<file path="config.mk">
export PLATFORM = sky130hd
export DESIGN_NAME = ces_bank
export DESIGN_NICKNAME = d
export VERILOG_FILES = /design/src/logic/ces_pkg.sv /design/src/logic/ces_bank.sv
export VERILOG_INCLUDE_DIRS = /design/src /design/src/logic
export SDC_FILE = /design/constraint.sdc
export NUM_CORES = 1
export LEC_CHECK = 0
export BUFFER_PORTS_ARGS = -buffer_cell sky130_fd_sc_hd__buf_2
export CORE_MARGIN = 2
export CORE_UTILIZATION = 38
export DETAILED_ROUTE_END_ITERATION = 6
export PLACE_DENSITY = 0.84
export SLEW_MARGIN = 25
export SYNTH_ARGS = -nofsm -noshare
export SYNTH_HDL_FRONTEND = slang
export SYNTH_SLANG_ARGS = --single-unit
</file>
<file path="constraint.sdc">
create_clock -name clk_sys -period 1.75 [get_ports clk_sys]
set_input_delay 0.2625 -clock clk_sys [delete_from_list [all_inputs] [get_ports clk_sys]]
set_output_delay 0.2625 -clock clk_sys [all_outputs]
set_load 0.1 [all_outputs]
</file>
<file path="src/logic/ces_map.svh">
// offsets, reset value, unmapped read value and channel count of the channel enable bank
`ifndef CES_MAP_SVH
`define CES_MAP_SVH
`define CES_OFF_ENABLE 12'h500
`define CES_OFF_SET 12'h504
`define CES_ENABLE_RESET 32'h00000000
`define CES_UNMAPPED_READ 32'h00000000
`define CES_CHANNELS 32
`endif

</file>
<file path="src/logic/ces_pkg.sv">
// types shared by the channel enable bank
package ces_pkg;
  typedef struct packed {
    logic cyc;
    logic stb;
    logic we;
    logic [3:0] sel;
    logic [11:0] adr;
    logic [31:0] dat;
  } ces_wb_req_type;
endpackage : ces_pkg

</file>
<file path="src/logic/ces_bank.sv">
// channel enable bank with its set alias, as a classic wishbone slave
// How it works
// one read-write enable bit per channel, bit index equals channel, 1 enabled
// set alias decoded at offset 0x504
// reading the set alias returns the current enable bits
// writing 1 into a set alias bit enables that channel
// writing 0 into a set alias bit leaves that channel unchanged
// set alias covers all 32 channels, each at its own bit position
// main enable register decoded at 0x500, directly readable and writable
// reset clears every enable bit, all channels start disabled
`timescale 1ns/1ps
`include "ces_map.svh"
module ces_bank
  import ces_pkg::*;
#(
  parameter int NUM_CH = `CES_CHANNELS
) (
  input wire logic clk_sys,
  input wire logic srst,
  input wire logic wb_cyc_i,
  input wire logic wb_stb_i,
  input wire logic wb_we_i,
  input wire logic [3:0] wb_sel_i,
  input wire logic [11:0] wb_adr_i,
  input wire logic [31:0] wb_dat_i,
  output logic [31:0] wb_dat_o,
  output logic wb_ack_o,
  output logic [NUM_CH-1:0] channel_enable
);
  ces_wb_req_type req;
  logic [NUM_CH-1:0] channel_enable_reg;
  logic [NUM_CH-1:0] channel_enable_next;
  logic ack_reg;
  logic ack_next;
  logic [31:0] dat_reg;
  logic [31:0] dat_next;
  logic [3:0] lane_sel;
  logic [31:0] lane_mask;

  // bus pins gathered into one request word; the low address bits select nothing
  assign req = '{cyc: wb_cyc_i, stb: wb_stb_i, we: wb_we_i, sel: wb_sel_i,
                 adr: {wb_adr_i[11:2], 2'b00}, dat: wb_dat_i};

  // a new request is taken only while ack is low, so a held request is not taken twice
  wire take = req.cyc && req.stb && !ack_reg;
  wire wr_take = take && req.we;
  wire rd_take = take && !req.we;

  // address decode
  wire hit_enable = req.adr == `CES_OFF_ENABLE;
  wire hit_set = req.adr == `CES_OFF_SET;
  wire hit_any = hit_enable || hit_set;

  // byte lanes: each select bit opens eight bits of the write data
  assign lane_sel = req.sel;
  genvar g;
  generate
    for (g = 0; g < 4; g++) begin : g_lane
      assign lane_mask[8*g+7:8*g] = {8{lane_sel[g]}};
    end
  endgenerate

  // enables widened to the bus word; bits above the channel count read zero
  wire [31:0] cur_word = 32'(channel_enable_reg);
  wire [31:0] wr_bits = req.dat & lane_mask;
  // direct write replaces selected lanes; alias write only ors ones in
  wire [31:0] direct_word = (cur_word & ~lane_mask) | wr_bits;
  wire [31:0] set_word = cur_word | wr_bits;
  wire [31:0] wr_word = hit_enable ? direct_word : (hit_set ? set_word : cur_word);
  // both offsets read back the live enables; unmapped reads give zero
  wire [31:0] rd_word = hit_any ? cur_word : `CES_UNMAPPED_READ;

  assign channel_enable_next = wr_take ? wr_word[NUM_CH-1:0] : channel_enable_reg;
  assign ack_next = take;
  // read data stands only in the ack cycle, so a stale word is never taken for data
  assign dat_next = rd_take ? rd_word : 32'h00000000;

  always_ff @(posedge clk_sys) begin
    if (srst) begin
      channel_enable_reg <= NUM_CH'(`CES_ENABLE_RESET);
      ack_reg <= 1'b0;
      dat_reg <= 32'h00000000;
    end else begin
      channel_enable_reg <= channel_enable_next;
      ack_reg <= ack_next;
      dat_reg <= dat_next;
    end
  end

  assign wb_ack_o = ack_reg;
  assign wb_dat_o = dat_reg;
  assign channel_enable = channel_enable_reg;

  // reset checks look one edge on, so they never see power-up unknowns
  a_reset_clears: assert property (
    @(posedge clk_sys)
    srst
    |=> channel_enable_reg == '0)
    else $error("enables not cleared by reset");

  a_reset_quiet: assert property (
    @(posedge clk_sys)
    srst
    |=> !wb_ack_o && wb_dat_o == 32'h00000000)
    else $error("bus outputs not quiet in reset");

  a_set_keeps_ones: assert property (
    @(posedge clk_sys) disable iff (srst)
    (wr_take && hit_set)
    |=> (channel_enable_reg & $past(channel_enable_reg)) == $past(channel_enable_reg))
    else $error("set alias write cleared a channel");

  a_set_sets_bits: assert property (
    @(posedge clk_sys) disable iff (srst)
    (wr_take && hit_set && wb_sel_i == 4'hf)
    |=> channel_enable_reg == ($past(channel_enable_reg) | $past(wb_dat_i[NUM_CH-1:0])))
    else $error("set alias write did not set bits");

  a_set_lane_skip: assert property (
    @(posedge clk_sys) disable iff (srst)
    (wr_take && hit_set && !wb_sel_i[0])
    |=> channel_enable_reg[7:0] == $past(channel_enable_reg[7:0]))
    else $error("set alias changed an unselected lane");

  a_set_top_channel: assert property (
    @(posedge clk_sys) disable iff (srst)
    (wr_take && hit_set && wb_sel_i[3] && wb_dat_i[NUM_CH-1])
    |=> channel_enable_reg[NUM_CH-1])
    else $error("top channel not set through alias");

  a_direct_write: assert property (
    @(posedge clk_sys) disable iff (srst)
    (wr_take && hit_enable && wb_sel_i == 4'hf)
    |=> channel_enable_reg == $past(wb_dat_i[NUM_CH-1:0]))
    else $error("direct write not stored");

  a_direct_lane_keep: assert property (
    @(posedge clk_sys) disable iff (srst)
    (wr_take && hit_enable && !wb_sel_i[0])
    |=> channel_enable_reg[7:0] == $past(channel_enable_reg[7:0]))
    else $error("direct write changed an unselected lane");

  a_direct_clears: assert property (
    @(posedge clk_sys) disable iff (srst)
    (wr_take && hit_enable && wb_sel_i[0] && !wb_dat_i[0])
    |=> !channel_enable_reg[0])
    else $error("direct write of zero left channel enabled");

  a_alias_read: assert property (
    @(posedge clk_sys) disable iff (srst)
    (rd_take && hit_set)
    |=> wb_ack_o && wb_dat_o == 32'($past(channel_enable_reg)))
    else $error("alias read mismatch");

  a_enable_read: assert property (
    @(posedge clk_sys) disable iff (srst)
    (rd_take && hit_enable)
    |=> wb_dat_o == 32'($past(channel_enable_reg)))
    else $error("enable read mismatch");

  a_alias_decode: assert property (
    @(posedge clk_sys) disable iff (srst)
    (wr_take && !hit_any)
    |=> $stable(channel_enable_reg))
    else $error("unmapped write changed enables");

  a_unmapped_read: assert property (
    @(posedge clk_sys) disable iff (srst)
    (rd_take && !hit_any)
    |=> wb_dat_o == `CES_UNMAPPED_READ)
    else $error("unmapped read not zero");

  a_read_no_change: assert property (
    @(posedge clk_sys) disable iff (srst)
    rd_take
    |=> $stable(channel_enable_reg))
    else $error("read changed enables");

  // handshake: one ack per taken request, never more
  a_ack_follows: assert property (
    @(posedge clk_sys) disable iff (srst)
    take
    |=> wb_ack_o)
    else $error("taken request not acked");

  a_ack_one_cycle: assert property (
    @(posedge clk_sys) disable iff (srst)
    wb_ack_o
    |=> !wb_ack_o)
    else $error("ack held longer than one cycle");

  a_no_stray_ack: assert property (
    @(posedge clk_sys) disable iff (srst)
    !take
    |=> !wb_ack_o)
    else $error("ack without a request");

  a_dat_idle_zero: assert property (
    @(posedge clk_sys) disable iff (srst)
    !wb_ack_o
    |-> wb_dat_o == 32'h00000000)
    else $error("read data outside ack cycle");

  a_no_idle_change: assert property (
    @(posedge clk_sys) disable iff (srst)
    !wr_take
    |=> $stable(channel_enable_reg))
    else $error("enables changed without write");
endmodule : ces_bank

</file>
==> results.toml <==
[global_routing]
grt_pass1_vias = 1473
grt_max_degree = 19
antenna_found_initial = 0
grt_pass1_wl_mm = 6.658
grt-ovfl-total = 0
grt_use_total = 0.1564

[setup_path]
worstPathArrival_ns = 1.83
slowest_stage = "or4b_4"
cp.required_ns = 1.95
critical_path.endpoint_type = "register"
cp_max_fo = 8
cp-start-kind = "input port"
crit_chain = "buf_2 -> or4b_4 -> nor4_4 -> buf_4 -> a31oi_2 -> a22o_1"
worstSetupPathType = "input port to register"
slowest_delay_ns = 0.55

[yosys]
synth_seq_cells = 65
synth-simple-area-share = 0.1546
syn_area_per_cell_um2 = 12.53
muxShareOfSynthArea = 0
synth_top_family_by_area = "compound AO/OA/AOI/OAI gates"
ys_seq_area_frac = 0.6701
synth_compound_area_frac = 0.1572
synthesis.nets = 208
ys_types = 15
syn_area_um2 = 1942
syn_inst = 155
synthAdderAreaFrac = 0
synth_xor_area_frac = 0
ys_warn_count = 0

[pwr]
total_power_w = 0.002913
power_density_nw_per_um2 = 1014
vdd_drop_max_mv = 0.5043
leakage_nw = 1.504

[die]
die_area_um2 = 5698
pin_count = 118
coreArea_um2 = 5010
initial_core_util = 0.3876
rows = 26
die_y_um = 75.49
fp.dieW_um = 75.49

[outcome]
run_status = "finished, final reports clean"

[cts]
clk_pin_slew_ns = 0.07
htreeDepth = 3
cts_tree = "done"
cts_sinks = 65
hold_buffers = 0
clockBufferDepth = 2
cts-buffers-inserted = 9
cts_root_buffer = "clkbuf_8"
worstSkewPairLatency_ns = 0.32

[timing]
clock-skew-final_ns = 0.01014
hold_viol = 0
setup_viol = 0
fmax_ghz = 0.6138
rsz0062_at_grt = "false"
fin_crit_ns = 1.629
relSlewSlack = 0.6534
drv_slew = 0
holdWs_ns = 0.1464
worst_pin_slew_ns = 0.5159
finalCritPeriodShare = 0.9309

[routing]
ant_nets = 0
first_pass_iters = 3
totalWireLength_mm = 4.439
first_iter_violations = 24
drcViolationCount = 0
via_per_inst = 4.493
wl_per_cell_um = 12.36
vias = 1613

[job]
drv_cap = 0

[place]
port_buffers = 115
gp_congestion = 0.6842
place_hpwl_mm = 3.297

[cells_and_area]
nets = 338
layout-drive-gt1-share = 0.4948
mostFrequentLayoutCell = "buf_2"
insertedDiodeCount = 0
multi_input_area_um2 = 611.8
utilization = 0.5737
layout_common_cells = "buf_2, dfxtp_1, and2_1, a22o_1, buf_4"
seqCellArea_um2 = 1303
syn_to_final_growth_pct = 48.00
nFillCells = 474

[worst_hold_path]
min_path_type = "input port to register"
-- cell families after synthesis --
group                  Yosys count
AOI/OAI and AO/OA               36
and+or+nand+nor                 46
DFF                             65
buffers and inverters            8
-- final cells by class --
| cell class | count | area share |
|---|---|---|
| multi-input cells | 82 | 0.2129 |
| well taps | 70 | 0.03047 |
| clock buffers | 12 | 0.05050 |
| repair buffers | 126 | 0.2290 |
| flip-flops and latches | 65 | 0.4532 |
| inverters | 1 | 0.001306 |
| clock inverters | 3 | 0.02264 |
-- path summary, 6_finish.rpt --
path | from | end | slack [ns] | cells after the start
worst max-delay path | wb_adr_i[6] | channel_enable[1] | 0.12 | 6
worst min-delay path | wb_dat_i[2] | channel_enable[2] | 0.15 | 2
worst max register to register | wb_ack_o | channel_enable[31] | 0.29 | 5
worst min register to register | channel_enable[29] | wb_dat_o[29] | 0.48 | 1
-- metrics by stage --
step	cell area (µm²)	setup slack [ns]	std cells	setup TNS (ns)
6_report	2874	0.1209	359	0
5_1_grt	2874	0.04299	359	0
4_1_cts	2868	0.05094	359	0
3_5_place_dp	2658	-0.2712	344	-6.019
3_3_place_gp	2658	-0.2371	344	-5.458
2_1_floorplan	1943	-0.06024	155	-1.135
-- synthesized netlist by cell type --
cell | count | area share
dfxtp_1 | 65 | 0.67
a22o_1 | 32 | 0.14
and2_1 | 32 | 0.10
and3_1 | 5 | 0.016
a31oi_1 | 4 | 0.013
buf_2 | 4 | 0.010
clkbuf_1 | 3 | 0.0058
nor2_1 | 2 | 0.0039
nor3_1 | 2 | 0.0052
inv_1 | 1 | 0.0019
nand2_1 | 1 | 0.0019
nand2b_1 | 1 | 0.0032
nor4_4 | 1 | 0.011
or3_1 | 1 | 0.0032
or4b_4 | 1 | 0.0071
-- per-layer routing --
metal  part of all wire  routed length (µm)  global-route usage
met5                  0                   0                   0
met4              0.022                  99             0.09162
met3              0.066                 294             0.04630
met2               0.48                2113              0.2473
met1               0.44                1931              0.1886
-- where the power goes --
| part | switching [W] | internal, W | total [W] |
|---|---|---|---|
| sequential | 0.000000701 | 0.00148 | 0.00148 |
| clock | 0.000502 | 0.000832 | 0.00133 |
| combinational | 0.0000468 | 0.0000512 | 0.0000980 |
| total | 0.000549 | 0.00236 | 0.00291 |
-- critical path: cells and delay by family --
| family | cells | cell delay (ns) |
|---|---|---|
| AOI/OAI and AO/OA | 2 | 0.50 |
| and+or+nand+nor | 2 | 0.80 |
| buffers and inverters | 2 | 0.28 |
-- repair_timing --
item                       4_1_cts  5_1_grt
gates resized for setup          0        1
setup endpoints to repair        0        8
buffers inserted                 0        0
Note: power is estimated with default switching activity, not from simulation.
